## config.mk

```make
export PLATFORM = sky130hd
export DESIGN_NAME = ptmr_core
export DESIGN_NICKNAME = d
export VERILOG_FILES = /design/src/design/ptmr_core.v
export VERILOG_INCLUDE_DIRS = /design/src /design/src/design
export SDC_FILE = /design/constraint.sdc
export NUM_CORES = 1
export LEC_CHECK = 0
export BUFFER_PORTS_ARGS = -buffer_cell sky130_fd_sc_hd__clkbuf_2
export CAP_MARGIN = 20
export CORE_MARGIN = 2
export CORE_UTILIZATION = 41
export CTS_CLUSTER_SIZE = 28
export DETAILED_ROUTE_END_ITERATION = 12
export GPL_TIMING_DRIVEN = 1
export PLACE_DENSITY = 0.67
export SLEW_MARGIN = 30
export SYNTH_ARGS = -nofsm -noshare
export SYNTH_HDL_FRONTEND = slang
export SYNTH_SLANG_ARGS = --single-unit
```

## constraint.sdc

```tcl
create_clock -name aclk -period 2.1 [get_ports aclk]
set_input_delay 0.105 -clock aclk [delete_from_list [all_inputs] [get_ports aclk]]
set_output_delay 0.105 -clock aclk [all_outputs]
set_load 0.01 [all_outputs]
```

## src/design/ptmr_defines.vh

```
// ptmr_defines.vh: offsets, field positions, reset values and timing counts
// assumes: included by the periodic timer core, 32-bit axi4-lite word map
`ifndef PTMR_DEFINES_VH
`define PTMR_DEFINES_VH
// register byte addresses
`define PTMR_OFF_CTRL0     8'h00
`define PTMR_OFF_CTRL1     8'h04
`define PTMR_OFF_CNT_LO    8'h08
`define PTMR_OFF_CNT_HI    8'h0C
`define PTMR_OFF_CMPA_LO   8'h10
`define PTMR_OFF_CMPA_HI   8'h14
`define PTMR_OFF_CMPP_LO   8'h18
`define PTMR_OFF_CMPP_HI   8'h1C
`define PTMR_OFF_IRQ_STAT  8'h20
`define PTMR_OFF_IRQ_MASK  8'h24
// control 0 fields
`define PTMR_C0_PAUSE      7
`define PTMR_C0_CKSEL_HI   6
`define PTMR_C0_CKSEL_LO   4
`define PTMR_C0_ENABLE     3
// control 1 fields
`define PTMR_C1_MODE_HI    7
`define PTMR_C1_MODE_LO    6
`define PTMR_C1_OFUNC_HI   5
`define PTMR_C1_OFUNC_LO   4
`define PTMR_C1_OCTRL      3
`define PTMR_C1_POL        2
`define PTMR_C1_CLRSEL     0
// modes
`define PTMR_MODE_CMP      2'h0
`define PTMR_MODE_PWM      2'h2
`define PTMR_MODE_TMR      2'h3
// output functions
`define PTMR_OF_NONE       2'h0
`define PTMR_OF_LOW        2'h1
`define PTMR_OF_HIGH       2'h2
`define PTMR_OF_TOGGLE     2'h3
// clock selects
`define PTMR_CK_SYS4       3'h0
`define PTMR_CK_SYS        3'h1
`define PTMR_CK_H16        3'h2
`define PTMR_CK_H64        3'h3
`define PTMR_CK_EXT_RISE   3'h6
`define PTMR_CK_EXT_FALL   3'h7
// reset values and counter size
`define PTMR_RST_BYTE      8'h00
`define PTMR_CNT_MAX       10'h3FF
`define PTMR_DIV_W         6
// status bits: 0 compare a, 1 compare p, 2 overflow
`define PTMR_ST_W          3
`endif

```

## src/design/ptmr_core.v

```verilog
// ptmr_core.v: 10-bit periodic timer core with axi4-lite register slave
// assumes: one clock aclk, synchronous active-low reset, clock-enable style
// inputs high_clk_tick/sub_clk_tick from logic on the same clock
// Contract
// - four modes, one ext clock, two outputs
// - 10-bit up counter on selected clock
// - comparators A and P, 10 bits
// - no software write to the counter
// - auto clear on overflow or match, interrupts
// - count readable as low/high pair
// - compare values in read/write pairs
// - pause bit holds count, resumes later
// - bits 6..4 select count clock
// - enable bit runs or stops counter
// - enable rise clears count, fall holds
// - enable rise restores output initial level
// - control 0 bits 2..0 read zero
// - control 1 bits 7..6 select mode
// - compare mode: A match output action
// - output control sets initial/active level
// - clear source: P/overflow or A
//
// Decided for this implementation: the AXI4-Lite interface to the registers and the register offsets.
`include "ptmr_defines.vh"
module ptmr_core
(
  // clock and reset
  input  wire        aclk,
  input  wire        aresetn,
  // axi4-lite write address
  input  wire [7:0]  s_axi_awaddr,
  input  wire        s_axi_awvalid,
  output wire        s_axi_awready,
  // axi4-lite write data
  input  wire [31:0] s_axi_wdata,
  input  wire [3:0]  s_axi_wstrb,
  input  wire        s_axi_wvalid,
  output wire        s_axi_wready,
  // axi4-lite write response
  output reg  [1:0]  s_axi_bresp,
  output reg         s_axi_bvalid,
  input  wire        s_axi_bready,
  // axi4-lite read address
  input  wire [7:0]  s_axi_araddr,
  input  wire        s_axi_arvalid,
  output wire        s_axi_arready,
  // axi4-lite read data
  output reg  [31:0] s_axi_rdata,
  output reg  [1:0]  s_axi_rresp,
  output reg         s_axi_rvalid,
  input  wire        s_axi_rready,
  // internal clock ticks (one-cycle enables, same clock)
  input  wire        high_clk_tick,
  input  wire        sub_clk_tick,
  // pins
  input  wire        ext_count_clock_pin,
  output reg         timer_out,
  output reg         timer_out_n,
  // interrupt
  output reg         irq
);

////////////////////////////////////////////////////////////////////////////////
// registers
reg [7:0]  ctrl0;
reg [7:0]  ctrl1;
reg [9:0]  compare_a_value;
reg [9:0]  compare_p_value;
reg [9:0]  count;
reg [`PTMR_ST_W-1:0] irq_stat;
reg [`PTMR_ST_W-1:0] irq_mask;
reg        out_level;
reg        enable_d;

wire       count_pause          = ctrl0[`PTMR_C0_PAUSE];
wire [2:0] count_clock_select   = ctrl0[`PTMR_C0_CKSEL_HI:`PTMR_C0_CKSEL_LO];
wire       counter_enable       = ctrl0[`PTMR_C0_ENABLE];
wire [1:0] operating_mode_select  = ctrl1[`PTMR_C1_MODE_HI:`PTMR_C1_MODE_LO];
wire [1:0] output_function_select = ctrl1[`PTMR_C1_OFUNC_HI:`PTMR_C1_OFUNC_LO];
wire       output_control       = ctrl1[`PTMR_C1_OCTRL];
wire       output_polarity      = ctrl1[`PTMR_C1_POL];
wire       counter_clear_select = ctrl1[`PTMR_C1_CLRSEL];

////////////////////////////////////////////////////////////////////////////////
// axi4-lite slave: address and data taken in either order, one write at a time
reg        aw_held;
reg        w_held;
reg [7:0]  aw_addr;
reg [31:0] w_data;
reg [3:0]  w_strb;
assign s_axi_awready = ~aw_held & ~s_axi_bvalid;
assign s_axi_wready  = ~w_held & ~s_axi_bvalid;
assign s_axi_arready = ~s_axi_rvalid;

wire       aw_take  = s_axi_awvalid & s_axi_awready;
wire       w_take   = s_axi_wvalid & s_axi_wready;
wire       wr_go    = (aw_held | aw_take) & (w_held | w_take);
wire [7:0] wr_addr  = aw_held ? aw_addr : s_axi_awaddr;
wire [31:0] wr_data = w_held ? w_data : s_axi_wdata;
wire [3:0] wr_strb  = w_held ? w_strb : s_axi_wstrb;
// only byte lane 0 carries register data
wire       wr_lane0 = wr_go & wr_strb[0];
wire [7:0] wb       = wr_data[7:0];
function addr_known;
  input [7:0] a;
  begin
    addr_known = (a[1:0] == 2'h0) && (a <= `PTMR_OFF_IRQ_MASK);
  end
endfunction
function wr_hit;
  input [7:0] a;
  input [7:0] off;
  begin
    wr_hit = (a == off);
  end
endfunction

always @(posedge aclk)
begin
  if (!aresetn)
  begin
    aw_held      <= 1'b0;
    w_held       <= 1'b0;
    aw_addr      <= 8'h00;
    w_data       <= 32'h00000000;
    w_strb       <= 4'h0;
    s_axi_bvalid <= 1'b0;
    s_axi_bresp  <= 2'h0;
  end
  else
  begin
    if (wr_go)
    begin
      aw_held      <= 1'b0;
      w_held       <= 1'b0;
      s_axi_bvalid <= 1'b1;
      s_axi_bresp  <= addr_known(wr_addr) ? 2'h0 : 2'h2;
    end
    else
    begin
      if (aw_take)
      begin
        aw_held <= 1'b1;
        aw_addr <= s_axi_awaddr;
      end
      if (w_take)
      begin
        w_held <= 1'b1;
        w_data <= s_axi_wdata;
        w_strb <= s_axi_wstrb;
      end
      if (s_axi_bvalid && s_axi_bready)
        s_axi_bvalid <= 1'b0;
    end
  end
end

// read data is captured at the address handshake, so it reflects that cycle
always @(posedge aclk)
begin
  if (!aresetn)
  begin
    s_axi_rvalid <= 1'b0;
    s_axi_rdata  <= 32'h00000000;
    s_axi_rresp  <= 2'h0;
  end
  else if (s_axi_arvalid && s_axi_arready)
  begin
    s_axi_rvalid <= 1'b1;
    s_axi_rresp  <= addr_known(s_axi_araddr) ? 2'h0 : 2'h2;
    s_axi_rdata  <= 32'h00000000;
    if (s_axi_araddr == `PTMR_OFF_CTRL0)
      s_axi_rdata[7:0] <= {ctrl0[7:3], 3'h0};
    else if (s_axi_araddr == `PTMR_OFF_CTRL1)
      s_axi_rdata[7:0] <= ctrl1;
    else if (s_axi_araddr == `PTMR_OFF_CNT_LO)
      s_axi_rdata[7:0] <= count[7:0];
    else if (s_axi_araddr == `PTMR_OFF_CNT_HI)
      s_axi_rdata[1:0] <= count[9:8];
    else if (s_axi_araddr == `PTMR_OFF_CMPA_LO)
      s_axi_rdata[7:0] <= compare_a_value[7:0];
    else if (s_axi_araddr == `PTMR_OFF_CMPA_HI)
      s_axi_rdata[1:0] <= compare_a_value[9:8];
    else if (s_axi_araddr == `PTMR_OFF_CMPP_LO)
      s_axi_rdata[7:0] <= compare_p_value[7:0];
    else if (s_axi_araddr == `PTMR_OFF_CMPP_HI)
      s_axi_rdata[1:0] <= compare_p_value[9:8];
    else if (s_axi_araddr == `PTMR_OFF_IRQ_STAT)
      s_axi_rdata[`PTMR_ST_W-1:0] <= irq_stat;
    else if (s_axi_araddr == `PTMR_OFF_IRQ_MASK)
      s_axi_rdata[`PTMR_ST_W-1:0] <= irq_mask;
  end
  else if (s_axi_rvalid && s_axi_rready)
    s_axi_rvalid <= 1'b0;
end

////////////////////////////////////////////////////////////////////////////////
// count clock selection
reg        ext_s1;
reg        ext_s2;
reg        ext_s3;
reg [`PTMR_DIV_W-1:0] sys_div;
reg [`PTMR_DIV_W-1:0] high_div;

always @(posedge aclk)
begin
  if (!aresetn)
  begin
    ext_s1   <= 1'b0;
    ext_s2   <= 1'b0;
    ext_s3   <= 1'b0;
    sys_div  <= 6'h00;
    high_div <= 6'h00;
  end
  else
  begin
    ext_s1   <= ext_count_clock_pin;
    ext_s2   <= ext_s1;
    ext_s3   <= ext_s2;
    sys_div  <= sys_div + 6'h01;
    if (high_clk_tick)
      high_div <= high_div + 6'h01;
  end
end
reg count_tick;
always @*
begin
  case (count_clock_select)
    `PTMR_CK_SYS4:     count_tick = (sys_div[1:0] == 2'h3);
    `PTMR_CK_SYS:      count_tick = 1'b1;
    `PTMR_CK_H16:      count_tick = high_clk_tick & (high_div[3:0] == 4'hF);
    `PTMR_CK_H64:      count_tick = high_clk_tick & (high_div == 6'h3F);
    `PTMR_CK_EXT_RISE: count_tick = ext_s2 & ~ext_s3;
    `PTMR_CK_EXT_FALL: count_tick = ~ext_s2 & ext_s3;
    default:           count_tick = sub_clk_tick;
  endcase
end

////////////////////////////////////////////////////////////////////////////////
// counter, comparators and clears
wire enable_rise = counter_enable & ~enable_d;
wire run         = counter_enable & ~count_pause & count_tick;
wire match_a     = run & (count == compare_a_value);
wire match_p     = run & (count == compare_p_value);
wire wrap        = run & (count == `PTMR_CNT_MAX);
wire is_pwm      = (operating_mode_select == `PTMR_MODE_PWM);
wire single      = is_pwm & (output_function_select == `PTMR_OF_TOGGLE);
wire p_zero      = (compare_p_value == 10'h000);
reg  clear_now;
reg  ev_a;
reg  ev_p;
reg  ev_ovf;

always @*
begin
  clear_now = 1'b0;
  ev_a      = match_a;
  ev_p      = match_p;
  ev_ovf    = wrap;
  // an all-zero P value means run to overflow, not clear at count zero
  if (single)
    ev_p = 1'b0;
  else if (is_pwm)
    clear_now = (match_p & ~p_zero) | (p_zero & wrap);
  else if (counter_clear_select)
  begin
    clear_now = match_a;
    ev_p      = 1'b0;
  end
  else
    clear_now = (match_p & ~p_zero) | (p_zero & wrap);
  // compare A value zero never flags in compare/timer modes
  if (!is_pwm && compare_a_value == 10'h000)
    ev_a = 1'b0;
end

always @(posedge aclk)
begin
  if (!aresetn)
  begin
    count    <= 10'h000;
    enable_d <= 1'b0;
  end
  else
  begin
    enable_d <= counter_enable;
    // software cannot load the count; only enable rise or clear_now clears it
    if (enable_rise || clear_now)
      count <= 10'h000;
    else if (run && !(single && match_a))
      count <= count + 10'h001;
  end
end

////////////////////////////////////////////////////////////////////////////////
// control and compare register writes
always @(posedge aclk)
begin
  if (!aresetn)
  begin
    ctrl0           <= `PTMR_RST_BYTE;
    ctrl1           <= `PTMR_RST_BYTE;
    compare_a_value <= 10'h000;
    compare_p_value <= 10'h000;
    irq_mask        <= 3'h0;
  end
  else
  begin
    if (wr_lane0 && wr_hit(wr_addr, `PTMR_OFF_CTRL0))
      ctrl0 <= {wb[7:3], 3'h0};
    else if (single && match_a)
      ctrl0[`PTMR_C0_ENABLE] <= 1'b0;
    else if (single && ext_s2 && !ext_s3)
      ctrl0[`PTMR_C0_ENABLE] <= 1'b1;
    if (wr_lane0 && wr_hit(wr_addr, `PTMR_OFF_CTRL1))
      ctrl1 <= {wb[7:2], 1'b0, wb[0]};
    if (wr_lane0 && wr_hit(wr_addr, `PTMR_OFF_CMPA_LO))
      compare_a_value[7:0] <= wb;
    if (wr_lane0 && wr_hit(wr_addr, `PTMR_OFF_CMPA_HI))
      compare_a_value[9:8] <= wb[1:0];
    if (wr_lane0 && wr_hit(wr_addr, `PTMR_OFF_CMPP_LO))
      compare_p_value[7:0] <= wb;
    if (wr_lane0 && wr_hit(wr_addr, `PTMR_OFF_CMPP_HI))
      compare_p_value[9:8] <= wb[1:0];
    if (wr_lane0 && wr_hit(wr_addr, `PTMR_OFF_IRQ_MASK))
      irq_mask <= wb[`PTMR_ST_W-1:0];
  end
end

////////////////////////////////////////////////////////////////////////////////
// interrupt status: set wins over write-one-to-clear
wire [`PTMR_ST_W-1:0] ev_vec = {ev_ovf, ev_p, ev_a};
wire [`PTMR_ST_W-1:0] w1c    =
  (wr_lane0 && wr_hit(wr_addr, `PTMR_OFF_IRQ_STAT)) ? wb[`PTMR_ST_W-1:0] : 3'h0;

always @(posedge aclk)
begin
  if (!aresetn)
  begin
    irq_stat <= 3'h0;
    irq      <= 1'b0;
  end
  else
  begin
    irq_stat <= (irq_stat & ~w1c) | ev_vec;
    irq      <= |(((irq_stat & ~w1c) | ev_vec) & irq_mask);
  end
end

////////////////////////////////////////////////////////////////////////////////
// output pin logic
always @(posedge aclk)
begin
  if (!aresetn)
    out_level <= 1'b0;
  else if (enable_rise)
    out_level <= output_control;
  else if (operating_mode_select == `PTMR_MODE_CMP && ev_a)
  begin
    case (output_function_select)
      `PTMR_OF_LOW:    out_level <= 1'b0;
      `PTMR_OF_HIGH:   out_level <= 1'b1;
      `PTMR_OF_TOGGLE: out_level <= ~out_level;
      default:         out_level <= out_level;
    endcase
  end
  else if (is_pwm && !single)
  begin
    if (output_function_select == `PTMR_OF_NONE)
      out_level <= ~output_control;
    else if (output_function_select == `PTMR_OF_LOW)
      out_level <= output_control;
    else if (clear_now || enable_rise)
      out_level <= output_control;
    else if (match_a)
      out_level <= ~output_control;
  end
  else if (single && (match_a || !counter_enable))
    out_level <= ~output_control;
end
// two driven pins: true and complementary, polarity applied to both
always @(posedge aclk)
begin
  if (!aresetn)
  begin
    timer_out   <= 1'b0;
    timer_out_n <= 1'b1;
  end
  else
  begin
    timer_out   <= out_level ^ output_polarity;
    timer_out_n <= ~(out_level ^ output_polarity);
  end
end

endmodule // ptmr_core

```

==> summary.txt, run 1 <==
Status
  – Outcome: finished with violations
  – Failing checks: negative setup slack

Route
  – Final ANT Viol Nets: 0
  – WL final: 14.10 mm
  – Vias: 4741
  – DRT iter0 DRCs: just under 300
  – DR vias/cell: between 5 and 6
  – DRC viols: 0
  – Pre-Repair DR Iteration Count: 4
  – Routed WL per cell: about 16 um

Synth
  – Synth warn: 0
  – Syn avg cell area: ~8.4 um^2
  – Cell area after synthesis: between 5000 and 6000 um^2
  – Post-Synthesis Cells: 600
  – Async set or reset register ratio after synthesis: 0
  – EDFF count, synth: 0
  – Sequential share of the synthesized area: 0.3772
  – Flops & latches, synth: 95
  – Synth unique cells: 61
  – Predominant post-synthesis flop cell: dfxtp_1

GRT
  – Number of global-route vias before repair: around 4400
  – Largest net degree at the start of global routing: 61
  – Antenna violations before repair: 0
  – First-pass GRT wire length: about 22 mm
  – Global-route usage over all layers: 0.2124
  – GR Overflow Total: 0

Finish
  – # fillers: between 1000 and 1500
  – Layout cells sized above 1: 0.2953
  – N_diodes: 0
  – Final cell count without fillers: slightly below 900
  – Area Overhead vs Synth: 29.08%
  – Layout Nets: between 700 and 800

Timing
  – RSZ-0062 raised after global routing: true
  – Fmax: 455.2 MHz
  – Fin crit period: about 2.2 ns
  – Max-slew headroom: 0.5633
  – Clock Skew: about 0.0077 ns
  – Final Cycle Share: 1.046
  – Final worst setup slack: -0.09661 ns
  – Worst slew pin tran: 0.6490 ns
  – Max-slew violations: 0
  – Final setup viols: 3
  – Final hold vios: 0

Power and ir drop
  – Combinational power share: 0.125
  – Switching Fraction: 0.2806
  – Psw: 1135 uW
  – Clock Power Share: 0.408
  – Register share of total power: 0.467
  – Peak supply drop: 679.5 uV
  – P_leak: between 0.002 and 0.003 uW
  – Power Dens Cells: ~620 nW/um^2
  – Pint: around 2900 uW

Critical path
  – Crit-path max FO: 5
  – Critical setup path kind: flip-flop to flip-flop
  – Critical Path RT: ~2.4 ns
  – CP endpoint kind: flip-flop
  – CP Data Arrival Time: 2.46 ns
  – Worst setup SP type: flip-flop

Floorplanning
  – Num rows: 40
  – Die Wd: about 110 um
  – Starting Density: 0.4198
  – I/O pins: approximately 110
  – Die height: between 100 and 150 um
  – Core ar.: between 10000 and 15000 um^2
  – Die area: between 10000 and 15000 um^2

Clock tree
  – CTS tree: yes
  – Clock latency on the worst-skew pair: around 0.36 ns
  – Reg clk slew, reported paths: 0.08 ns
  – Number of buffers created by CTS: 9
  – CTS H-tree lvls: 3
  – Clock Tree Buf Depth: 2
  – CTS root buf: clkbuf_16
  – Sink Count: 95

Worst hold path
  – Hold Crit Class: input port to flip-flop

Place
  – Inst Count DP: around 830
  – Post-detail-place hpwl: slightly above 10 mm
  – Port Buffers: between 50 and 60
  – Placement Setup Slack: -0.1586 ns
  – Placer Congestion: roughly 1

Job
  – Max-Cap Viols: 0
-- sequential cells by signal, summed over array words and instances (netlist names), 5 cells and up --
name             cells
compare_a_value     10
compare_p_value     10
count               10
aw_addr              8
s_axi_rdata          8
w_data               8
ctrl1                7
high_div             6
ctrl0                5
-- cell families after synthesis --
group	Yosys count	synth area share
flops	95	0.3772
mux	48	0.09677
simple gates	220	0.2079
xor+xnor	34	0.05906
fa+ha+maj	3	0.007445
other cells	1	0.0007437
buf+inv	77	0.08287
compound gates	122	0.1680
-- critical path, cell delays in order, from the launching register on --
cell,delay (ns)
dfxtp_4,0.37
xor2_1,0.16
nor4_2,0.34
nand4_1,0.20
buf_6,0.18
a2111oi_4,0.28
a211oi_2,0.08
a311o_1,0.28
o32ai_1,0.21
-- area by class of cell --
cell class              count  area (um^2)  area share
repair buffers            139        983.4      0.1511
inverters                  15        56.30    0.008651
clock inverters             7        76.32     0.01173
well taps                 147        183.9     0.02826
flip-flops and latches     95         1919      0.2949
multi-input cells         453         3064      0.4708
clock buffers               9        225.2     0.03460
-- final timing paths --
check,start,cells past startpoint,slack (ns),endpoint
setup / recovery,count[6],8,-0.1,out_level
hold / removal,s_axi_wdata[2],3,0.004,w_data[2]
hold reg to reg,ext_s1,1,0.44,ext_s2
setup reg to reg,count[6],8,-0.1,out_level
-- layer usage --
metal | track usage | routed length [um] | vias to the layer above
met5 | 0 | 0 | -
met4 | 0.06667 | 231 | 0
met3 | 0.04164 | 918 | 17
met2 | 0.3349 | 6476 | 182
met1 | 0.2940 | 6476 | 2229
li1 | - | - | 2313
-- what timing repair did --
action | 4_1_cts | 5_1_grt
hold buffers | 4 | 0
pin swaps | 8 | 17
setup buffers | 4 | 6
gates cloned | 0 | 1
resized for setup | 19 | 46
endpoints found under the setup margin | 33 | 41
hold endpoints to repair | 4 | 0
-- cells in the final DEF, fill, tap and decap left out, types with 19 or more instances in the layout --
cell      instances
mux2i_1          42
dfxtp_1          87
a211oi_1         29
buf_4            74
a21oi_1          22
clkbuf_2         52
nor2_1           95
xnor2_1          19
nand2_1          30
conb_1           26
-- stage by stage --
stage / hold slack, ns / cell area (um^2) / power, uW / setup TNS (ns) / utilization
6_report: 0.003823 / 6509 / 4045 / -0.1914 / 0.5419
2_1_floorplan: 0.2040 / 5152 / 2258 / 0 / -
3_5_place_dp: 0.2943 / 5803 / 2407 / -1.321 / 0.4831
4_1_cts: 0.0003706 / 6267 / 4055 / -0.1262 / 0.5218
5_1_grt: 0.02745 / 6509 / 4210 / -0.4921 / 0.5419
3_3_place_gp: 0.2941 / 5803 / 2391 / -0.2382 / 0.4831
-- power groups by stage --
| stage | Sequential, uW | Clock (uW) | Combinational, uW |
|---|---|---|---|
| 2_1_floorplan | 1930 | 0 | 327 |
| 3_3_place_gp | 1930 | 0 | 463 |
| 3_5_place_dp | 1930 | 0 | 476 |
| 4_1_cts | 1890 | 1680 | 488 |
| 5_1_grt | 1900 | 1760 | 555 |
| 6_report | 1890 | 1650 | 505 |
-- Yosys cell counts, types with 4 or more instances --
library cell	instances	area [um^2]
a211oi_1	37	277.8
a21oi_1	24	120.1
a31oi_1	7	43.79
and2_1	5	31.28
buf_1	4	15.01
buf_2	9	45.04
buf_4	29	217.7
clkbuf_1	18	67.56
dfxtp_1	95	1902
inv_1	15	56.30
mux2_2	6	67.56
mux2i_1	42	420.4
nand2_1	30	112.6
nand2b_1	7	43.79
nand3_1	9	45.04
nand4_1	7	43.79
nor2_1	99	371.6
nor2b_1	4	25.02
nor3_1	16	80.08
nor3b_1	4	30.03
nor4_1	12	75.07
o21ai_0	16	80.08
o22ai_1	5	31.28
or3_1	7	43.79
or4_1	4	30.03
xnor2_1	21	183.9
xor2_1	13	113.9
(Power assumes the default switching activity.)
==> run 2: changes to the inputs <==
==> constraint.sdc (replaced) <==
create_clock -name aclk -period 2.1 [get_ports aclk]
set_input_delay 0.105 -clock aclk [delete_from_list [all_inputs] [get_ports aclk]]
set_output_delay 0.105 -clock aclk [all_outputs]
set_load 0.1 [all_outputs]
==> run 2 against run 1 <==
Net effect: sequential share of layout area rose by 0.61 points; first-iteration DRC count fell by 1.4%; critical path depth did not move; maximum frequency rose by 3.0%; non-clock buffer count fell by 5; via count fell by 0.34%; wire length fell by 0.13%; register-to-register slack improved by 0.06 ns; the flow still finishes with violations (negative setup slack); critical path type unchanged; sequential power barely moved; final cell count fell by 0.58%; hold slack improved by 0.0087 ns; die area did not move.
==> summary.txt, run 2 (synthesis gave the netlist of run 1 again) <==
Route
  – Final ANT Viol Nets: 0
  – Vias: about 4700
  – DRC viols: 0
  – Routed WL per cell: roughly 16 um
  – Pre-Repair DR Iteration Count: 5
  – DRT iter0 DRCs: 288
  – DR vias/cell: 5.494
  – WL final: roughly 14 mm

Power and ir drop
  – P_leak: 0.002658 uW
  – Power Dens Cells: roughly 680 nW/um^2
  – Peak supply drop: slightly above 700 uV
  – Total Power: roughly 4300 uW

Critical path
  – CP delay by family, top: compound AO/OA/AOI/OAI gates
  – Worst Setup SP: count[3]
  – Flop2flop setup slack: -0.03 ns
  – Crit-path max FO: 5
  – Worst setup path endpoint: out_level
  – Critical setup path kind: flip-flop to flip-flop
  – RR Startpoint: count[3]
  – WP depth: 8
  – Critical Path RT: around 2.4 ns
  – CP endpoint kind: flip-flop
  – CP Cell Sequence: xor2_1 -> nor4_2 -> nand4_1 -> buf_6 -> a2111oi_4 -> a211oi_2 -> a311o_1 -> o32ai_2
  – Crit-path max cell delay: around 0.35 ns
  – Worst setup SP type: flip-flop
  – Worst Path Buf+Inv: 1
  – Worst r2r path cells: 8
  – Reg2reg end: out_level
  – Crit-path slowest cell: dfxtp_2
  – CP Data Arrival Time: 2.40 ns

Clock tree
  – CTS H-tree lvls: 3
  – Sink Count: 95
  – Clock Tree Buf Depth: 2
  – CTS tree: yes
  – Reg clk slew, reported paths: approximately 0.070 ns
  – CTS root buf: clkbuf_16
  – Clock latency on the worst-skew pair: 0.35 ns
  – Number of buffers created by CTS: 9

Place
  – Post-detail-place hpwl: 10.33 mm
  – Placer Congestion: 0.8916
  – Inst Count DP: ~840
  – Port Buffers: between 50 and 60

Job
  – Max-Cap Viols: 0

Timing
  – Final hold vios: 0
  – Final setup viols: 12
  – Final worst setup slack: -0.03346 ns
  – Fmax: approximately 470 MHz
  – Max-slew headroom: 0.5967
  – Final Cycle Share: 1.016
  – Worst slew pin tran: between 0.5 and 0.6 ns
  – Max-slew violations: 0
  – RSZ-0062 raised after global routing: true
  – Fin crit period: approximately 2.1 ns
  – Clock Skew: approximately 0.0097 ns
  – Final setup TNS: -0.09947 ns

Status
  – Failing checks: negative setup slack
  – Outcome: finished with violations

Floorplanning
  – Die area: between 10000 and 15000 um^2
  – Core ar.: between 10000 and 15000 um^2
  – I/O pins: around 110
  – Die Wd: about 110 um
  – Die height: between 100 and 150 um
  – Num rows: 40
  – Starting Density: 0.4198

Finish
  – Layout Nets: approximately 770
  – Layout cells sized above 1: 0.2749
  – Final cell count without fillers: 860
  – N_diodes: 0
  – # fillers: roughly 1100
  – Leading cell type in the layout, fill and taps excluded: nor2_1
  – Commonest non-fill, non-tap cells in the layout: nor2_1 (99), dfxtp_1 (88), buf_4 (72), clkbuf_2 (52), mux2i_1 (42)
  – Area Overhead vs Synth: 26.23%
  – Top Registers: compare_a_value: 10 flops, compare_p_value: 10 flops, count: 10 flops

GRT
  – Global-route usage over all layers: 0.2154
  – First-pass GRT wire length: 22.19 mm
  – Number of global-route vias before repair: 4337
  – Largest net degree at the start of global routing: just under 60
  – GR Overflow Total: 0
  – Antenna violations before repair: 0

Worst hold path
  – Hold Crit Class: input port to flip-flop
[run 2: changes by cell type in the layout (fill, tap and decap cells not counted), sizes merged]
cell,previous run,this run
buf,83,80
clkbuf,61,63
clkinv,3,1
dlygate4sd3,4,2
clkinvlp,1,2
inv,18,17
[run 2: timing repair]
action / in CTS / in global routing
pin swaps: 7 / 8
resized for setup: 17 / 27
endpoints found under the setup margin: 19 / 30
hold buffers: 2 / 0
setup buffers: 2 / 4
cloned: 0 / 1
endpoints found under the hold margin: 2 / 0
[run 2: worst min-delay path by stage]
stage | slack [ns] | startpoint | cells after the start | end
finish | 0.01 | s_axi_awaddr[6] | 3 | aw_addr[6]
global route | 0.03 | s_axi_wdata[7] | 3 | w_data[7]
CTS | 0.005 | s_axi_wdata[7] | 3 | w_data[7]
detailed placement | 0.31 | s_axi_rready | 2 | s_axi_rvalid
global placement | 0.31 | s_axi_rready | 2 | s_axi_rvalid
floorplan | 0.20 | s_axi_rready | 1 | s_axi_rvalid
[run 2: where the power goes]
group          switching (uW)  total [uW]  leakage [uW]  internal [uW]
clock network             746        1560      0.000127            816
logic                     655         870       0.00176            215
registers                32.2        1880      0.000775           1850
[run 2: cell type report]
| cell class | instances | area (um^2) | area share |
|---|---|---|---|
| well taps | 147 | 183.9 | 0.02890 |
| clock inverters | 5 | 41.29 | 0.006487 |
| inverters | 15 | 56.30 | 0.008846 |
| multi-input cells | 453 | 2995 | 0.4706 |
| clock buffers | 11 | 232.7 | 0.03656 |
| flip-flops and latches | 95 | 1916 | 0.3010 |
| repair buffers | 134 | 939.7 | 0.1476 |
[run 2: routing by layer]
metal / GRT usage / up-vias / wire length (um)
met4: 0.04498 / 0 / 106
met5: 0 / - / 0
li1: - / 2306 / -
met2: 0.3392 / 182 / 6243
met3: 0.04481 / 9 / 969
met1: 0.3061 / 2228 / 6763
[run 2: tightest hold or removal path: stages]
cell      delay, ns
clkbuf_2       0.09
mux2i_1        0.06
nor2_1         0.07
[run 2: metrics by stage]
stage	worst slack (ns)	cell area, um^2	hold WS [ns]	utilization
6_report	-0.03346	6365	0.01248	0.5299
5_1_grt	-0.1469	6365	0.02522	0.5299
4_1_cts	-0.05033	6202	0.004841	0.5164
3_5_place_dp	-0.1828	5821	0.3124	0.4846
3_3_place_gp	-0.1597	5821	0.3064	0.4846
2_1_floorplan	-0.08510	5146	0.2040	-
